==> config.mk <==
export PLATFORM = sky130hd
export DESIGN_NAME = mdx_mem_decode
export DESIGN_NICKNAME = d
export VERILOG_FILES = /design/src/core/mdx_pkg.sv /design/src/core/mdx_mem_decode.sv
export SDC_FILE = /design/constraint.sdc
export NUM_CORES = 1
export LEC_CHECK = 0
export ABC_AREA = 0
export BUFFER_PORTS_ARGS = -buffer_cell sky130_fd_sc_hd__buf_2
export CORE_UTILIZATION = 35
export CTS_CLUSTER_DIAMETER = 40
export CTS_CLUSTER_SIZE = 8
export DETAILED_ROUTE_END_ITERATION = 8
export SYNTH_ARGS = -nofsm -noshare
export SYNTH_HDL_FRONTEND = slang
export SYNTH_SLANG_ARGS = --single-unit
==> constraint.sdc <==
create_clock -name REF_CLK -period 2.85 [get_ports REF_CLK]
set_input_delay 0.57 -clock REF_CLK [delete_from_list [all_inputs] [get_ports REF_CLK]]
set_output_delay 0.57 -clock REF_CLK [all_outputs]
set_load 0.02 [all_outputs]
==> src/core/mdx_pkg.sv <==
// mdx_pkg: constants, enumerations and carrier structs for the program
// memory decoder, external bus sequencer and register bank decoder.
// assumes a single 100 MHz clock; all sizes fixed at build time.
package mdx_pkg;

	////////////////////////////////////////////////////////////////////
	// clock and external cycle timing
	localparam int unsigned CLK_PERIOD_NS = 10;
	localparam int unsigned T_SETUP_NS    = 20;
	localparam int unsigned T_ASTB_NS     = 30;
	localparam int unsigned T_HOLD_NS     = 10;
	localparam int unsigned T_DSTB_NS     = 40;
	localparam int unsigned T_END_NS      = 10;
	// least times, rounded up to whole cycles
	localparam logic [2:0] SETUP_CYC =
		3'((T_SETUP_NS + CLK_PERIOD_NS - 1) / CLK_PERIOD_NS);
	localparam logic [2:0] ASTB_CYC =
		3'((T_ASTB_NS + CLK_PERIOD_NS - 1) / CLK_PERIOD_NS);
	localparam logic [2:0] HOLD_CYC =
		3'((T_HOLD_NS + CLK_PERIOD_NS - 1) / CLK_PERIOD_NS);
	localparam logic [2:0] DSTB_CYC =
		3'((T_DSTB_NS + CLK_PERIOD_NS - 1) / CLK_PERIOD_NS);
	localparam logic [2:0] END_CYC =
		3'((T_END_NS + CLK_PERIOD_NS - 1) / CLK_PERIOD_NS);

	////////////////////////////////////////////////////////////////////
	// program and data address map
	localparam logic [15:0] VEC_LAST  = 16'h000B;
	localparam logic [15:0] ROM_LAST  = 16'h0FFF;
	localparam logic [15:0] DATA_BASE = 16'h1000;
	localparam logic [15:0] PC_RESET  = 16'h000C;
	localparam logic [15:0] PC_STEP   = 16'h0001;
	localparam logic [7:0]  NOP_CODE  = 8'hFF;
	localparam logic [1:0]  DM_SEL_CODE = 2'h3;

	////////////////////////////////////////////////////////////////////
	// register window and expanded banks
	localparam logic [3:0] BANK_STD    = 4'h0;
	localparam logic [3:0] BANK_SERIAL = 4'hC;
	localparam logic [3:0] BANK_CTRL   = 4'hF;
	localparam logic [7:0] WINDOW_LAST = 8'h0F;
	localparam logic [7:0] PORT_LAST   = 8'h03;
	localparam logic [3:0] LOC_SP_CMP  = 4'h0;
	localparam logic [3:0] LOC_SP_DATA = 4'h1;
	localparam logic [3:0] LOC_SP_CTRL = 4'h2;
	localparam logic [3:0] LOC_PCFG    = 4'h0;
	localparam logic [3:0] LOC_STOPREC = 4'hB;
	localparam logic [3:0] LOC_WDOG    = 4'hF;

	////////////////////////////////////////////////////////////////////
	// enumerations
	typedef enum logic [6:0] {
		ST_IDLE = 7'h01,
		ST_ROM  = 7'h02,
		ST_ADDR = 7'h04,
		ST_ASTB = 7'h08,
		ST_HOLD = 7'h10,
		ST_DSTB = 7'h20,
		ST_END  = 7'h40
	} mdx_state_e;

	typedef enum logic [3:0] {
		RGN_VECTOR = 4'h1,
		RGN_ROM    = 4'h2,
		RGN_EXT    = 4'h4,
		RGN_NOP    = 4'h8
	} mdx_region_e;

	typedef enum logic [1:0] {
		LDK_CODE     = 2'h0,
		LDK_CODE_INC = 2'h1,
		LDK_EXT      = 2'h2,
		LDK_EXT_INC  = 2'h3
	} mdx_ld_kind_e;

	typedef enum logic [3:0] {
		TGT_STD     = 4'h0,
		TGT_PORT    = 4'h1,
		TGT_GPR     = 4'h2,
		TGT_SP_CMP  = 4'h3,
		TGT_SP_DATA = 4'h4,
		TGT_SP_CTRL = 4'h5,
		TGT_PCFG    = 4'h6,
		TGT_STOPREC = 4'h7,
		TGT_WDOG    = 4'h8,
		TGT_RSVD    = 4'h9
	} mdx_rf_tgt_e;

	////////////////////////////////////////////////////////////////////
	// carriers
	typedef struct packed {
		logic         valid;
		mdx_ld_kind_e kind;
		logic [15:0]  addr;
		logic         wr;
		logic [7:0]   wdata;
	} mdx_ld_req_s;

	typedef struct packed {
		logic        valid;
		logic [7:0]  data;
		logic [15:0] addr;
		mdx_region_e region;
	} mdx_fetch_rsp_s;

	typedef struct packed {
		logic       done;
		logic       refused;
		logic [7:0] rdata;
	} mdx_ld_rsp_s;

	typedef struct packed {
		logic       as_n;
		logic       ds_n;
		logic       rw;
		logic [7:0] p0_out;
		logic       p0_oe;
		logic [7:0] p1_out;
		logic       p1_oe;
		logic       dm_n;
		logic       p34_dm_en;
	} mdx_bus_out_s;

	typedef struct packed {
		mdx_rf_tgt_e tgt;
		logic [7:0]  index;
	} mdx_rf_dec_s;

endpackage : mdx_pkg

==> src/core/mdx_mem_decode.sv <==
// mdx_mem_decode: program counter, program memory decode, external
// multiplexed memory bus sequencer and register bank decode.
// assumes all inputs synchronous to REF_CLK; ROM_DATA is a plain
// combinational read of ROM_ADDR; straps are stable at reset release.
//
// Overview of operation
// - 16-bit program counter, never register-file addressable
// - lowest 12 bytes hold six interrupt vectors
// - addresses 12 to ROM top read internal ROM
// - outside ROM with ports 0/1: external fetch
// - no ports 0/1: NOPs up to FFFFh, wrap
// - ROM protect blocks code loads to internal ROM
// - ROM protect comes from fixed option strap only
// - port 1 multiplexes low address/data, port 0 high
// - external addressing limited to 16 bits
// - strobes low active plus read/write qualify access
// - external program memory follows internal ROM end
// - external data memory from 4096, up to 60 KB
// - data select on port3 bit4 only when selected
// - data select high for code, low for data loads
// - bank C: compare, data, control at 0..2
// - bank F: config 0, stop recovery B, watchdog F
// - bank 0: ports at 0..3, GPRs 4..F
// - window pointer low nibble picks the bank
// - only addresses 00h..0Fh remapped by a bank
`timescale 1ns/1ps
`default_nettype none

module mdx_mem_decode (
	input  wire logic                   REF_CLK,
	input  wire logic                   SYS_RST,
	input  wire logic                   PORTS01_PRESENT,
	input  wire logic                   ROM_PROTECT_OPT,
	input  wire logic [1:0]             P3M_DM_FIELD,
	input  wire logic                   FETCH_REQ,
	input  wire logic                   PC_LOAD,
	input  wire logic [15:0]            PC_LOAD_ADDR,
	input  wire mdx_pkg::mdx_ld_req_s   LD_REQ,
	output logic                        READY,
	output mdx_pkg::mdx_fetch_rsp_s     FETCH_RSP,
	output mdx_pkg::mdx_ld_rsp_s        LD_RSP,
	output logic [15:0]                 ROM_ADDR,
	input  wire logic [7:0]             ROM_DATA,
	input  wire logic [7:0]             P1_IN,
	output mdx_pkg::mdx_bus_out_s       BUS,
	input  wire logic [7:0]             RWP,
	input  wire logic [7:0]             RF_ADDR,
	output mdx_pkg::mdx_rf_dec_s        RF_DEC
);

	////////////////////////////////////////////////////////////////////
	// state

	typedef struct packed {
		mdx_pkg::mdx_state_e     st;
		logic [2:0]              cnt;
		logic [15:0]             pc;
		logic                    straps_ok;
		logic                    ports_present;
		logic                    rom_protect;
		logic                    is_fetch;
		logic                    is_write;
		logic                    is_data;
		logic [15:0]             addr;
		logic [7:0]              wdata;
		logic [7:0]              rdata;
		logic [15:0]             rom_addr;
		mdx_pkg::mdx_region_e    region;
		mdx_pkg::mdx_bus_out_s   bus;
		mdx_pkg::mdx_fetch_rsp_s frsp;
		mdx_pkg::mdx_ld_rsp_s    lrsp;
		mdx_pkg::mdx_rf_dec_s    rf;
	} mdx_core_s;

	mdx_core_s state_r;
	mdx_core_s state_nxt;

	localparam mdx_pkg::mdx_bus_out_s BUS_IDLE = '{
		as_n: 1'b1, ds_n: 1'b1, rw: 1'b1,
		p0_out: 8'h00, p0_oe: 1'b0,
		p1_out: 8'h00, p1_oe: 1'b0,
		dm_n: 1'b1, p34_dm_en: 1'b0
	};

	localparam mdx_core_s STATE_RESET = '{
		st: mdx_pkg::ST_IDLE, cnt: 3'h0, pc: mdx_pkg::PC_RESET,
		straps_ok: 1'b0, ports_present: 1'b0, rom_protect: 1'b0,
		is_fetch: 1'b0, is_write: 1'b0, is_data: 1'b0,
		addr: 16'h0000, wdata: 8'h00, rdata: 8'h00,
		rom_addr: 16'h0000, region: mdx_pkg::RGN_ROM,
		bus: BUS_IDLE,
		frsp: '{valid: 1'b0, data: 8'h00, addr: 16'h0000,
			region: mdx_pkg::RGN_ROM},
		lrsp: '{done: 1'b0, refused: 1'b0, rdata: 8'h00},
		rf: '{tgt: mdx_pkg::TGT_PORT, index: 8'h00}
	};

	////////////////////////////////////////////////////////////////////
	// combinational helpers

	logic        dm_on;
	logic        ld_code;
	logic        ld_in_rom;
	logic        ld_to_prog;
	logic        fetch_in_rom;
	logic        fetch_in_vec;

	always_comb begin
		// data select only exists when port 3 mode picks it
		dm_on        = (P3M_DM_FIELD == mdx_pkg::DM_SEL_CODE);
		ld_code      = (LD_REQ.kind == mdx_pkg::LDK_CODE) ||
			(LD_REQ.kind == mdx_pkg::LDK_CODE_INC);
		ld_in_rom    = (LD_REQ.addr <= mdx_pkg::ROM_LAST);
		// without data select, external data shares program space
		ld_to_prog   = ld_code || !dm_on;
		fetch_in_vec = (state_r.pc <= mdx_pkg::VEC_LAST);
		fetch_in_rom = (state_r.pc <= mdx_pkg::ROM_LAST);
	end

	////////////////////////////////////////////////////////////////////
	// next state

	always_comb begin
		state_nxt = state_r;
		state_nxt.frsp.valid = 1'b0;
		state_nxt.lrsp.done = 1'b0;
		state_nxt.lrsp.refused = 1'b0;
		state_nxt.bus.p34_dm_en = dm_on;
		if (!state_r.straps_ok) begin
			// option pins sampled once after reset, never by software
			state_nxt.ports_present = PORTS01_PRESENT;
			state_nxt.rom_protect = ROM_PROTECT_OPT;
			state_nxt.straps_ok = 1'b1;
		end else begin
			case (state_r.st)
			mdx_pkg::ST_IDLE: begin
				if (PC_LOAD) begin
					// only path into the counter besides stepping and reset to 000Ch
					state_nxt.pc = PC_LOAD_ADDR;
				end else if (LD_REQ.valid) begin
					state_nxt.is_fetch = 1'b0;
					state_nxt.is_write = LD_REQ.wr;
					state_nxt.is_data = !ld_code;
					state_nxt.addr = LD_REQ.addr;
					state_nxt.wdata = LD_REQ.wdata;
					if (state_r.rom_protect && ld_to_prog && ld_in_rom) begin
						state_nxt.lrsp.done = 1'b1;
						state_nxt.lrsp.refused = 1'b1;
					end else if (!ld_code && dm_on &&
						LD_REQ.addr < mdx_pkg::DATA_BASE) begin
						state_nxt.lrsp.done = 1'b1;
						state_nxt.lrsp.refused = 1'b1;
					end else if (ld_to_prog && ld_in_rom) begin
						if (LD_REQ.wr) begin
							// ROM is not writable: the write is dropped
							state_nxt.lrsp.done = 1'b1;
						end else begin
							state_nxt.rom_addr = LD_REQ.addr;
							state_nxt.st = mdx_pkg::ST_ROM;
						end
					end else if (!state_r.ports_present) begin
						state_nxt.lrsp.done = 1'b1;
						state_nxt.lrsp.refused = 1'b1;
					end else begin
						state_nxt.st = mdx_pkg::ST_ADDR;
						state_nxt.cnt = mdx_pkg::SETUP_CYC - 3'h1;
						state_nxt.bus.rw = !LD_REQ.wr;
						state_nxt.bus.p0_out = LD_REQ.addr[15:8];
						state_nxt.bus.p0_oe = 1'b1;
						state_nxt.bus.p1_out = LD_REQ.addr[7:0];
						state_nxt.bus.p1_oe = 1'b1;
						state_nxt.bus.dm_n = !(dm_on && !ld_code);
					end
				end else if (FETCH_REQ) begin
					state_nxt.is_fetch = 1'b1;
					state_nxt.is_write = 1'b0;
					state_nxt.is_data = 1'b0;
					state_nxt.addr = state_r.pc;
					if (fetch_in_rom) begin
						state_nxt.region = fetch_in_vec ?
							mdx_pkg::RGN_VECTOR : mdx_pkg::RGN_ROM;
						state_nxt.rom_addr = state_r.pc;
						state_nxt.st = mdx_pkg::ST_ROM;
					end else if (state_r.ports_present) begin
						// external program space begins right after ROM
						state_nxt.region = mdx_pkg::RGN_EXT;
						state_nxt.st = mdx_pkg::ST_ADDR;
						state_nxt.cnt = mdx_pkg::SETUP_CYC - 3'h1;
						state_nxt.bus.rw = 1'b1;
						state_nxt.bus.p0_out = state_r.pc[15:8];
						state_nxt.bus.p0_oe = 1'b1;
						state_nxt.bus.p1_out = state_r.pc[7:0];
						state_nxt.bus.p1_oe = 1'b1;
						state_nxt.bus.dm_n = 1'b1;
					end else begin
						// counter walks on to FFFFh and rolls to 0000h
						state_nxt.frsp.valid = 1'b1;
						state_nxt.frsp.data = mdx_pkg::NOP_CODE;
						state_nxt.frsp.addr = state_r.pc;
						state_nxt.frsp.region = mdx_pkg::RGN_NOP;
						state_nxt.pc = 16'(state_r.pc + mdx_pkg::PC_STEP);
					end
				end
			end
			mdx_pkg::ST_ROM: begin
				state_nxt.st = mdx_pkg::ST_IDLE;
				if (state_r.is_fetch) begin
					state_nxt.frsp.valid = 1'b1;
					state_nxt.frsp.data = ROM_DATA;
					state_nxt.frsp.addr = state_r.rom_addr;
					state_nxt.frsp.region = state_r.region;
					state_nxt.pc = 16'(state_r.pc + mdx_pkg::PC_STEP);
				end else begin
					state_nxt.lrsp.done = 1'b1;
					state_nxt.lrsp.rdata = ROM_DATA;
				end
			end
			mdx_pkg::ST_ADDR: begin
				// address has stood SETUP_CYC before the strobe falls
				if (state_r.cnt == 3'h0) begin
					state_nxt.st = mdx_pkg::ST_ASTB;
					state_nxt.cnt = mdx_pkg::ASTB_CYC - 3'h1;
					state_nxt.bus.as_n = 1'b0;
				end else begin
					state_nxt.cnt = state_r.cnt - 3'h1;
				end
			end
			mdx_pkg::ST_ASTB: begin
				if (state_r.cnt == 3'h0) begin
					state_nxt.st = mdx_pkg::ST_HOLD;
					state_nxt.cnt = mdx_pkg::HOLD_CYC - 3'h1;
					state_nxt.bus.as_n = 1'b1;
				end else begin
					state_nxt.cnt = state_r.cnt - 3'h1;
				end
			end
			mdx_pkg::ST_HOLD: begin
				// low address held past the strobe's rise for the latch
				if (state_r.cnt == 3'h0) begin
					state_nxt.st = mdx_pkg::ST_DSTB;
					state_nxt.cnt = mdx_pkg::DSTB_CYC - 3'h1;
					state_nxt.bus.ds_n = 1'b0;
					state_nxt.bus.p1_out = state_r.is_write ?
						state_r.wdata : 8'h00;
					state_nxt.bus.p1_oe = state_r.is_write;
				end else begin
					state_nxt.cnt = state_r.cnt - 3'h1;
				end
			end
			mdx_pkg::ST_DSTB: begin
				if (state_r.cnt == 3'h0) begin
					state_nxt.st = mdx_pkg::ST_END;
					state_nxt.cnt = mdx_pkg::END_CYC - 3'h1;
					state_nxt.bus.ds_n = 1'b1;
					// read data sampled on the last strobe cycle
					state_nxt.rdata = P1_IN;
				end else begin
					state_nxt.cnt = state_r.cnt - 3'h1;
				end
			end
			mdx_pkg::ST_END: begin
				if (state_r.cnt == 3'h0) begin
					state_nxt.st = mdx_pkg::ST_IDLE;
					state_nxt.bus = BUS_IDLE;
					state_nxt.bus.p34_dm_en = dm_on;
					if (state_r.is_fetch) begin
						state_nxt.frsp.valid = 1'b1;
						state_nxt.frsp.data = state_r.rdata;
						state_nxt.frsp.addr = state_r.addr;
						state_nxt.frsp.region = mdx_pkg::RGN_EXT;
						state_nxt.pc = 16'(state_r.pc + mdx_pkg::PC_STEP);
					end else begin
						state_nxt.lrsp.done = 1'b1;
						state_nxt.lrsp.rdata = state_r.is_write ?
							8'h00 : state_r.rdata;
					end
				end else begin
					state_nxt.cnt = state_r.cnt - 3'h1;
				end
			end
			default: begin
				state_nxt.st = mdx_pkg::ST_IDLE;
				state_nxt.bus = BUS_IDLE;
			end
			endcase
		end

		// register bank decode, one cycle behind its inputs
		state_nxt.rf.index = RF_ADDR;
		if (RF_ADDR > mdx_pkg::WINDOW_LAST ||
			RWP[3:0] == mdx_pkg::BANK_STD) begin
			if (RF_ADDR <= mdx_pkg::PORT_LAST) begin
				state_nxt.rf.tgt = mdx_pkg::TGT_PORT;
			end else if (RF_ADDR <= mdx_pkg::WINDOW_LAST) begin
				state_nxt.rf.tgt = mdx_pkg::TGT_GPR;
			end else begin
				state_nxt.rf.tgt = mdx_pkg::TGT_STD;
			end
		end else if (RWP[3:0] == mdx_pkg::BANK_SERIAL) begin
			case (RF_ADDR[3:0])
			mdx_pkg::LOC_SP_CMP:  state_nxt.rf.tgt = mdx_pkg::TGT_SP_CMP;
			mdx_pkg::LOC_SP_DATA: state_nxt.rf.tgt = mdx_pkg::TGT_SP_DATA;
			mdx_pkg::LOC_SP_CTRL: state_nxt.rf.tgt = mdx_pkg::TGT_SP_CTRL;
			default:              state_nxt.rf.tgt = mdx_pkg::TGT_RSVD;
			endcase
		end else if (RWP[3:0] == mdx_pkg::BANK_CTRL) begin
			case (RF_ADDR[3:0])
			mdx_pkg::LOC_PCFG:    state_nxt.rf.tgt = mdx_pkg::TGT_PCFG;
			mdx_pkg::LOC_STOPREC: state_nxt.rf.tgt = mdx_pkg::TGT_STOPREC;
			mdx_pkg::LOC_WDOG:    state_nxt.rf.tgt = mdx_pkg::TGT_WDOG;
			default:              state_nxt.rf.tgt = mdx_pkg::TGT_RSVD;
			endcase
		end else begin
			// unimplemented banks still hide the low sixteen bytes
			state_nxt.rf.tgt = mdx_pkg::TGT_RSVD;
		end
	end

	////////////////////////////////////////////////////////////////////
	// registers and outputs

	// synchronous reset only; the straps are taken again after each release
	always_ff @(posedge REF_CLK) begin
		if (SYS_RST) begin
			state_r <= STATE_RESET;
		end else begin
			state_r <= state_nxt;
		end
	end

	// requests arriving while busy are ignored, not queued: callers must
	// hold off until READY is seen high
	assign READY     = state_r.straps_ok && (state_r.st == mdx_pkg::ST_IDLE);
	assign FETCH_RSP = state_r.frsp;
	assign LD_RSP    = state_r.lrsp;
	assign ROM_ADDR  = state_r.rom_addr;
	assign BUS       = state_r.bus;
	assign RF_DEC    = state_r.rf;

endmodule : mdx_mem_decode

`default_nettype wire

### Yosys cells after proc, flatten, opt, wreduce, memory -nomap -nowiden

Index checks and enable logic that the tools add are counted.

* muxes and demuxes: 90
* bitwise operators: 8
* $lt $le $gt $ge: 7
* eq/ne operators: 46
* add/subtract/negate cells: 2
* reductions and logical operators: 45

Operators by type and width (count)
* $mux W20: 10
* $mux W16: 11
* $mux W29: 6
* $pmux W30 S3: 1
* $mux W19: 3
* $mux W7: 8
* $mux W53: 1
* $mux W10: 5
* $pmux W16 S3: 1
* $pmux W7 S6: 1
* $mux W40: 1
* $mux W8: 5
* $ne A2 B2 Y1 const B: 18
* $pmux W9 S4: 1
* $ne A3 B3 Y1 const B: 11
* $le A16 B12 Y1 const B: 2
* $mux W31: 1
* $pmux W10 S3: 1
* $mux W26: 1
* $pmux W4 S3: 2
* $reduce_and A11 Y1: 2
* $mux W4: 5
* $reduce_and A9 Y1: 2
* $add A16 B1 Y16 const B: 1
* 50 further kinds: 98

* input bits: 84
* bits in registers: 157
* logic and storage cells: 229
* output and inout bits: 91

### Logic depth before layout (Yosys ltp)

Gate-level depths: netlist of the first run.

* word-level depth: 12
* mapped depth: 9
* mapped depth without buffers: 7

### Least setup slack after synthesis of the first run

OpenSTA, ideal clock, no wires.

* path type: input to register
* start point: input port LD_REQ[24] (netlist bit)
* end point: register state_r (netlist bit BUS[13])
* setup time: 0.121 ns
* stages: 7
* required time: 2.729 ns
* buffers on the path: 2
* slack: 0.461 ns
* arrival: 2.268 ns
* path through: or4_1 > o21ai_0 > a32o_1 > buf_2 > or4b_4 > buf_6 > mux2_4

* cells in the longest elaborated chain, start to end: 4
* elaborated cells on any way between the ends: 10
* those cells by class: order compare (2); eq/ne (4); reduce/logical (4)

RTL lines
* start: declaration: RTL line mdx_mem_decode.sv:38 `input wire mdx_pkg::mdx_ld_req_s LD_REQ,`
* $le A16 B12 Y1 or $lt A16 B13 Y1 (tied branches): RTL line mdx_mem_decode.sv:113, mdx_mem_decode.sv:150
* $logic_and A1 B1 Y1 (on tied branches): RTL line mdx_mem_decode.sv:146, mdx_mem_decode.sv:149, mdx_mem_decode.sv:153
* $ne A3 B3 Y1 (no source line)
* $reduce_and A11 Y1 (no source line) (*)
* end signal: assignment: RTL line mdx_mem_decode.sv:327 `state_r <= state_nxt;`
* end: declaration: RTL line mdx_mem_decode.sv:75 `mdx_core_s state_r;`

Every way passes the cells marked *; elsewhere a longest branch is shown, timed or not.
A chain may end at the register's enable or synchronous reset.

### Worst setup path in the final report of the first run

* start point: register state_r[155] (netlist bit)
* end point: output port READY

* cells in the longest elaborated chain, start to end: 2

RTL lines
* $eq A7 B1 Y1: RTL line mdx_mem_decode.sv:333 `assign READY = state_r.straps_ok && (state_r.st == mdx_pkg::ST_IDLE);`
* $logic_and A1 B1 Y1: RTL line mdx_mem_decode.sv:333
* end: declaration: RTL line mdx_mem_decode.sv:39 `output logic READY,`

Every way passes these cells.

==> impl_metrics.json, run 1 <==
{
  "routabilityCongestion": 0.880,
  "cts_tree": "built",
  "hold_path_end": "RF_DEC[4]",
  "critPathKind": "flop to output pin",
  "grt_usage_pct": 20.2,
  "syn_nets": 1082,
  "rsz0062_at_grt": "false",
  "row_count": 56,
  "syn_avg_cell_area_um2": 8.54,
  "vias": 7499,
  "arrival_ps": 2170,
  "cts_buffers": 17,
  "critPathRequiredTime_ps": 2280,
  "start_util_pct": 36.0,
  "grt_pass1_wl_um": 38100,
  "reg2reg_from": "state_r[153]",
  "setup_tns_ps": 0,
  "drv_slew": 0,
  "nets": 1140,
  "placed_area_um2": 9070,
  "worst-path-buf-inv": 3,
  "grt_max_degree": 48,
  "yosysSeqAreaShare_pct": 36.7,
  "cp_slowest_cell": "dfxtp_1",
  "nFillCells": 2438,
  "cts_sinks": 156,
  "multiInputGateArea_um2": 4230,
  "hold_class": "input pin to flop",
  "holdBufCountCts": 0,
  "ir_drop_mv": 0.332,
  "stdcell_count": 1386,
  "area_growth_pct": 13.3,
  "cp_cell_sequence": "nor3_2 -> buf_4 -> nand2_1 -> buf_4 -> nor2_1 -> buf_2",
  "cts_setup_buffers": 0,
  "netlist_area_um2": 8500,
  "wirelength_um": 25100,
  "setup_viol_count_final": 0,
  "fmax_mhz": 366,
  "whs_ps": 360,
  "ys_warn_count": 0,
  "drc": 0,
  "netlist_top_cells_area": "dfxtp_1, buf_4, mux2i_1",
  "ant_nets": 0,
  "min_period_over_period_pct": 96.0,
  "reg2regPathDepth": 6,
  "grt.overflow.total": 0,
  "io_buffers": 169,
  "drt_pass1_iterations": 5,
  "cts.htree.levels": 4,
  "wl_per_cell_um": 18.1,
  "syn_inst": 995,
  "antenna_found_initial": 2,
  "worstMarginPinSlew_ps": 653,
  "end_kind": "output pin",
  "dp_hpwl_um": 18200,
  "synth-edff-count": 0,
  "min_period_ps": 2740,
  "coreArea_um2": 23600,
  "skew_ps": 12.6,
  "cts_buffer_depth": 2,
  "p_leak_nw": 3.89,
  "path_common_cell": "buf_4",
  "yosys.area.top_type": "dfxtp_1",
  "die_w_um": 158,
  "synth_seq_cells": 156,
  "ys_async_sr_fraction_pct": 0,
  "start_kind": "flop",
  "netlist_top_cells_count": "dfxtp_1, nor2_1, buf_4",
  "r2r_end": "BUS[9]",
  "seqCellArea_um2": 3120,
  "dieHeight_um": 158,
  "whs_path_depth": 2,
  "grt_pass1_vias": 6910,
  "reg2reg_slack_ps": 170,
  "cts.clk_slew.worst_paths_ps": 70,
  "vias_per_cell": 5.41,
  "drtIter0Drc": 683,
  "critPathMaxStageDelay_ps": 470,
  "post-route-cell-area_um2": 9630,
  "slew_headroom_pct": 56.4,
  "die-area_um2": 24900,
  "synth_cell_types": 78,
  "max_cap_viol_count": 0,
  "cts_root_buffer": "clkbuf_16",
  "clkLatencyLatePin_ps": 430,
  "hold_start": "RF_ADDR[4]",
  "synth-main-ff-cell": "dfxtp_1",
  "cp_top_family": "simple AND/OR/NAND/NOR gates",
  "hold_viol": 0,
  "yosysMostFrequentCell": "dfxtp_1",
  "worst-path-max-fanout": 14,
  "status": "finished clean",
  "utilization_pct": 40.8,
  "drive_gt1_share_pct": 26.2,
  "power.density_nw_per_um2": 597,
  "synth_top_cell_area_share_pct": 36.7,
  "pin_count": 175,
  "placed_cells": 1353
}
placed cells by master, fill, tap and decap left out, types with 23 or more instances in the layout:
master / n
a211oi_1: 41
a21oi_1: 46
a22oi_1: 25
buf_2: 168
buf_4: 41
dfxtp_1: 156
inv_1: 27
mux2i_1: 45
nand2_1: 55
nor2_1: 109
nor2b_1: 23
o21ai_0: 31
stage by stage:
step | power (W) | setup slack [ps]
final | 0.00575 | 114
after global routing | 0.00599 | 29.4
after CTS | 0.00578 | 77.9
after detailed placement | 0.00363 | 200
after global placement | 0.00362 | 204
after floorplan | 0.00334 | 461
timing repair:
action / in CTS / in global routing
endpoints found under the setup margin: 0 / 1
gates resized for setup: 0 / 1
endpoints found under the hold margin: 0 / 0
power by group:
group | internal (W) | switching (W)
Combinational | 0.000424 | 0.000711
Sequential | 0.00233 | 0.000131
Clock | 0.00115 | 0.00100
Total | 0.00390 | 0.00185
metal layers:
layer | track usage (%) | vias to the layer above | wire, um
li1 | - | 3670 | -
met1 | 26.2 | 3480 | 11100
met5 | 0 | - | 22
met2 | 32.6 | 307 | 11500
met3 | 4.57 | 38 | 1910
met4 | 7.03 | 4 | 492
sequential cells by signal, summed over array words and instances (netlist names):
signal	flops
state_r	66
FETCH_RSP	29
BUS	23
ROM_ADDR	16
RF_DEC	12
LD_RSP	10
cells by family after synthesis:
logic type / after synthesis / share of synthesized area, %
xor gates and xnor gates: 6 / 0.618
buffers and inverters: 201 / 13.7
DFF: 156 / 36.7
muxes: 58 / 7.29
AOI/OAI and AO/OA: 256 / 22.0
and+or+nand+nor: 315 / 19.2
adders and majority gates: 3 / 0.442
area by class of cell:
cell class / count / share of cell area [%]
antenna: 1 / 0.0260
clock buffer: 18 / 4.56
clock inverter: 14 / 1.14
inverter: 27 / 1.05
multi-input combinational: 638 / 43.9
sequential: 156 / 32.4
tap: 319 / 4.14
timing repair buffer: 213 / 12.8
worst max path at each step:
stage                 startpoint       to  slack [ps]  cells after the start
global route        state_r[155]    READY          30                      6
floorplan             LD_REQ[24]  BUS[13]         460                      7
finish              state_r[155]    READY         110                      6
detailed placement    LD_REQ[24]   BUS[2]         200                      7
CTS                 state_r[151]    READY          80                      5
global placement      LD_REQ[24]   BUS[2]         200                      7
No activity file was read; power rests on OpenSTA's default activity.
==> run 2, diff against run 1 <==
- clock period: 2.85 -> 2.9 ns (I/O delays scaled with it)
==> impl_metrics.json, run 2 (same netlist as run 1, synthesis figures left out) <==
{
  "cts_buffer_depth": 2,
  "reg2reg_from": "state_r[157]",
  "start_kind": "flop",
  "multiInputGateArea_um2": 4230,
  "reg2regPathDepth": 7,
  "cts.htree.levels": 4,
  "rsz0062_at_grt": "false",
  "drt_pass1_iterations": 5,
  "grt_pass1_wl_um": 38000,
  "worstMarginPinSlew_ps": 655,
  "worst-path-max-fanout": 12,
  "switchingPower_w": 0.00182,
  "critPathKind": "flop to output pin",
  "die-area_um2": 24900,
  "post-route-cell-area_um2": 9620,
  "grt_max_degree": 55,
  "cts.clk_slew.worst_paths_ps": 60,
  "hold_start": "RF_ADDR[4]",
  "p_int_w": 0.00399,
  "cts_buffers": 17,
  "cp_slowest_cell": "dfxtp_1",
  "vias": 7574,
  "cp_top_family": "simple AND/OR/NAND/NOR gates",
  "grt_pass1_vias": 6834,
  "skew_ps": 8.72,
  "coreArea_um2": 23600,
  "p_leak_nw": 3.88,
  "start_util_pct": 36.0,
  "placed_cells": 1345,
  "p_clk_share_pct": 39.3,
  "ant_nets": 0,
  "wirelength_um": 25300,
  "drv_slew": 0,
  "drc": 0,
  "grt.overflow.total": 0,
  "stdcell_count": 1379,
  "final_common_cell": "buf_2",
  "status": "finished clean",
  "nets": 1132,
  "slew_headroom_pct": 56.2,
  "seqPwrFrac_pct": 41.6,
  "max_cap_viol_count": 0,
  "setup_viol_count_final": 0,
  "whs_path_depth": 2,
  "dp_hpwl_um": 18000,
  "arrival_ps": 2130,
  "grt_usage_pct": 20.1,
  "die_w_um": 158,
  "worst-path-buf-inv": 1,
  "critPathRequiredTime_ps": 2320,
  "clkLatencyLatePin_ps": 430,
  "routabilityCongestion": 0.897,
  "total_power_w": 0.00582,
  "cp_cell_sequence": "nor4b_4 -> nand2_1 -> nor2_1 -> buf_2",
  "critPathMaxStageDelay_ps": 590,
  "cts_sinks": 156,
  "hold_viol": 0,
  "cts_tree": "built",
  "hold_path_end": "RF_DEC[4]",
  "dieHeight_um": 158,
  "setup_tns_ps": 0,
  "io_buffers": 169,
  "min_period_over_period_pct": 93.4,
  "largest_register_ffs": 66,
  "antenna_found_initial": 2,
  "area_growth_pct": 13.2,
  "regMostFlops": "state_r",
  "ir_drop_mv": 0.350,
  "placed_area_um2": 9000,
  "cts_setup_buffers": 0,
  "cts_root_buffer": "clkbuf_16",
  "pin_count": 175,
  "vias_per_cell": 5.49,
  "min_period_ps": 2710,
  "row_count": 56,
  "hold_class": "input pin to flop",
  "power_frac_comb_pct": 19.1,
  "switching_share_pct": 31.3,
  "power.density_nw_per_um2": 605,
  "layout_common_cells": "buf_2, dfxtp_1, nor2_1",
  "nFillCells": 2387,
  "drive_gt1_share_pct": 25.6,
  "reg2reg_slack_ps": 230,
  "r2r_end": "state_r[137]",
  "end_kind": "output pin",
  "seqCellArea_um2": 3120,
  "fmax_mhz": 369,
  "wl_per_cell_um": 18.3,
  "utilization_pct": 40.7,
  "drtIter0Drc": 781
}
run 2: worst max path at each step:
| stage | start | to | slack (ps) | cells after the start |
|---|---|---|---|---|
| floorplan | LD_REQ[24] | BUS[13] | 500 | 7 |
| global placement | LD_REQ[24] | BUS[2] | 210 | 7 |
| detailed placement | LD_REQ[24] | BUS[19] | 200 | 6 |
| CTS | state_r[151] | READY | 30 | 4 |
| global route | state_r[151] | READY | 30 | 4 |
| finish | state_r[151] | READY | 190 | 4 |
run 2: power by group through the flow:
stage               clock, W  sequential, W  combinational (W)
finish               0.00229        0.00242            0.00111
global placement           0        0.00246            0.00109
detailed placement         0        0.00246            0.00110
CTS                  0.00234        0.00241            0.00111
global route         0.00243        0.00244            0.00120
floorplan                  0        0.00240           0.000878
run 2: repair_timing:
| action | CTS | global route |
|---|---|---|
| hold buffers | 0 | 0 |
| resized for setup | 0 | 2 |
| endpoints found under the hold margin | 0 | 0 |
| setup endpoints to repair | 0 | 1 |
run 2: layout make-up:
cell class,instances,area share [%]
Timing Repair Buffer,205,12.0
Clock inverter,15,1.82
Clock buffer,17,4.42
Antenna cell,2,0.0520
Inverter,27,1.05
Multi-Input combinational cell,638,44.0
Sequential cell,156,32.5
Tap cell,319,4.15
run 2: through the flow:
step	setup slack [ps]	hold slack, ps
3_5_place_dp	195	459
2_1_floorplan	501	435
3_3_place_gp	213	447
5_1_grt	33.2	367
4_1_cts	29.9	352
6_report	191	371
run 2: worst reg2reg max path, cell delays in order, from the launching register on:
cell and delay (ps):
dfxtp_1 570, buf_4 230, nor4b_1 510, a31oi_1 230, buf_4 210, o2111ai_1 120, nand2b_1 480, o21ai_0 190
run 2: metal layers:
metal / global-route usage (%) / part of all wire, % / vias up
li1: - / - / 3649
met1: 26.9 / 45 / 3569
met2: 31.6 / 46 / 318
met3: 4.49 / 7.1 / 36
met4: 7.26 / 2.0 / 2
met5: 0 / 0.051 / -
==> run 3, diff against run 2 <==
- ABC_AREA: 0 -> 1
==> impl_metrics.json, run 3 <==
{
  "status": "finished clean",
  "r2r_end": "ROM_ADDR[3]",
  "final_common_cell": "nand2_1",
  "netlist_top_cells_area": "dfxtp_1, nand2_1, buf_4",
  "grt_pass1_vias": 7708,
  "drive_gt1_share_pct": 19.4,
  "dp_hpwl_um": 20200,
  "critPathKind": "flop to output pin",
  "skew_ps": 11.1,
  "grt_max_degree": 56,
  "reg2reg_slack_ps": 650,
  "syn_avg_cell_area_um2": 6.59,
  "seqCellArea_um2": 3120,
  "hold_start": "RF_ADDR[6]",
  "cts_buffer_depth": 2,
  "synth-edff-count": 0,
  "syn_nets": 1414,
  "reg2reg_from": "state_r[151]",
  "yosysSeqAreaShare_pct": 35.7,
  "cts_root_buffer": "clkbuf_16",
  "largest_register_ffs": 66,
  "regMostFlops": "state_r",
  "cts.htree.levels": 4,
  "end_kind": "output pin",
  "max_cap_viol_count": 0,
  "cts.clk_slew.worst_paths_ps": 80,
  "holdBufCountCts": 0,
  "slew_headroom_pct": 43.2,
  "synth_top_cell_area_share_pct": 35.7,
  "ant_nets": 0,
  "total_power_w": 0.00655,
  "layout_common_cells": "nand2_1, nor2_1, buf_2",
  "vias": 8521,
  "drtIter0Drc": 829,
  "cts_buffers": 17,
  "antennaDiodeCount": 0,
  "cts_sinks": 156,
  "worstMarginPinSlew_ps": 847,
  "netlist_top_cells_count": "nand2_1, nor2_1, dfxtp_1",
  "ir_drop_mv": 0.353,
  "setup_tns_ps": 0,
  "hold_class": "input pin to flop",
  "power_frac_comb_pct": 27.5,
  "worst-path-max-fanout": 13,
  "switchingPower_w": 0.00249,
  "p_leak_nw": 4.35,
  "die-area_um2": 25600,
  "row_count": 57,
  "syn_inst": 1327,
  "p_clk_share_pct": 34.3,
  "setup_viol_count_final": 0,
  "ys_async_sr_fraction_pct": 0,
  "routabilityCongestion": 0.909,
  "drc": 0,
  "synth_seq_cells": 156,
  "coreArea_um2": 24400,
  "grt_usage_pct": 21.0,
  "seqPwrFrac_pct": 38.2,
  "wirelength_um": 26800,
  "drt_pass1_iterations": 5,
  "ys_warn_count": 0,
  "multiInputGateArea_um2": 4150,
  "nFillCells": 2725,
  "cts_setup_buffers": 0,
  "power.density_nw_per_um2": 671,
  "pin_count": 175,
  "min_period_ps": 2400,
  "reg2regPathDepth": 10,
  "post_cts_resized": 0,
  "grt_pass1_wl_um": 42200,
  "p_int_w": 0.00406,
  "drv_slew": 0,
  "hold_path_end": "RF_DEC[6]",
  "synth-main-ff-cell": "dfxtp_1",
  "clkLatencyLatePin_ps": 440,
  "rsz0062_at_grt": "false",
  "vias_per_cell": 4.95,
  "min_period_over_period_pct": 82.8,
  "cts_tree": "built",
  "yosysMostFrequentCell": "nand2_1",
  "critPathRequiredTime_ps": 2320,
  "start_kind": "flop",
  "io_buffers": 169,
  "whs_path_depth": 3,
  "arrival_ps": 1820,
  "synth_cell_types": 38,
  "netlist_area_um2": 8740,
  "dieHeight_um": 160,
  "yosys.area.top_type": "dfxtp_1",
  "antenna_found_initial": 0,
  "area_growth_pct": 11.5,
  "fmax_mhz": 416,
  "wl_per_cell_um": 15.6,
  "nets": 1470,
  "start_util_pct": 35.9,
  "switching_share_pct": 38.0,
  "grt.overflow.total": 0,
  "hold_viol": 0,
  "die_w_um": 160
}
run 3: changes by cell type in the layout (fill, tap and decap cells not counted), sizes merged, moves of 14 or more:
cell,before,now
buf,205,187
a21oi,47,112
nor2b,23,0
a311oi,17,0
nand3,22,109
inv,35,136
nand2,55,276
a211oi,42,2
o21ai,32,129
a32oi,14,0
mux2i,45,0
nor2,110,198
a22oi,25,0
run 3: logic make-up after synthesis:
family,share of synthesized area [%]
and+or+nand+nor,31.0
buffers and inverters,16.8
AOI/OAI and AO/OA,15.8
DFF,35.7
adders and majority gates,0.429
xor gates and xnor gates,0.200
run 3: cell type report:
| cell class | count | share of cell area [%] |
|---|---|---|
| Multi-Input combinational cell | 892 | 42.5 |
| Sequential cell | 156 | 32.0 |
| Timing Repair Buffer | 187 | 10.2 |
| Inverter | 129 | 4.96 |
| Clock buffer | 17 | 4.36 |
| Tap cell | 324 | 4.16 |
| Clock inverter | 15 | 1.78 |
run 3: worst max-delay path: stages (launching register included):
cell     delay, ps
dfxtp_1        380
inv_2           70
nor2_2         160
nand4_4        260
nor2_4         290
buf_2          210
run 3: worst max path at each step:
stage	from	end
after floorplan	LD_REQ[21]	BUS[20]
after global placement	LD_REQ[24]	ROM_ADDR[0]
after detailed placement	FETCH_REQ	FETCH_RSP[12]
after CTS	state_r[151]	READY
after global routing	state_r[151]	READY
final	state_r[151]	READY
run 3: power by group through the flow:
stage	Sequential [W]	Combinational (W)	Clock, W
after floorplan	0.00250	0.00147	0
after global placement	0.00254	0.00179	0
after detailed placement	0.00255	0.00179	0
after CTS	0.00250	0.00180	0.00229
after global routing	0.00253	0.00200	0.00238
final	0.00250	0.00180	0.00225
run 3: metal layers:
| layer | GRT usage, % | up-vias | share of wire [%] |
|---|---|---|---|
| li1 | - | 4297 | - |
| met1 | 30.0 | 3856 | 47 |
| met2 | 31.2 | 341 | 43 |
| met3 | 5.27 | 27 | 8.7 |
| met4 | 5.63 | 0 | 1.7 |
| met5 | 0 | - | 0 |
run 3: metrics by stage:
| stage | setup WS, ps | cells | cell area (um^2) | hold WS (ps) | utilization (%) |
|---|---|---|---|---|---|
| after CTS | 494 | 1720 | 9750 | 349 | 40.0 |
| after global routing | 404 | 1720 | 9750 | 372 | 40.0 |
| after floorplan | 1100 | 1327 | 8740 | 422 | - |
| final | 497 | 1720 | 9750 | 362 | 40.0 |
| after detailed placement | 404 | 1688 | 9160 | 441 | 37.5 |
| after global placement | 461 | 1688 | 9160 | 432 | 37.5 |
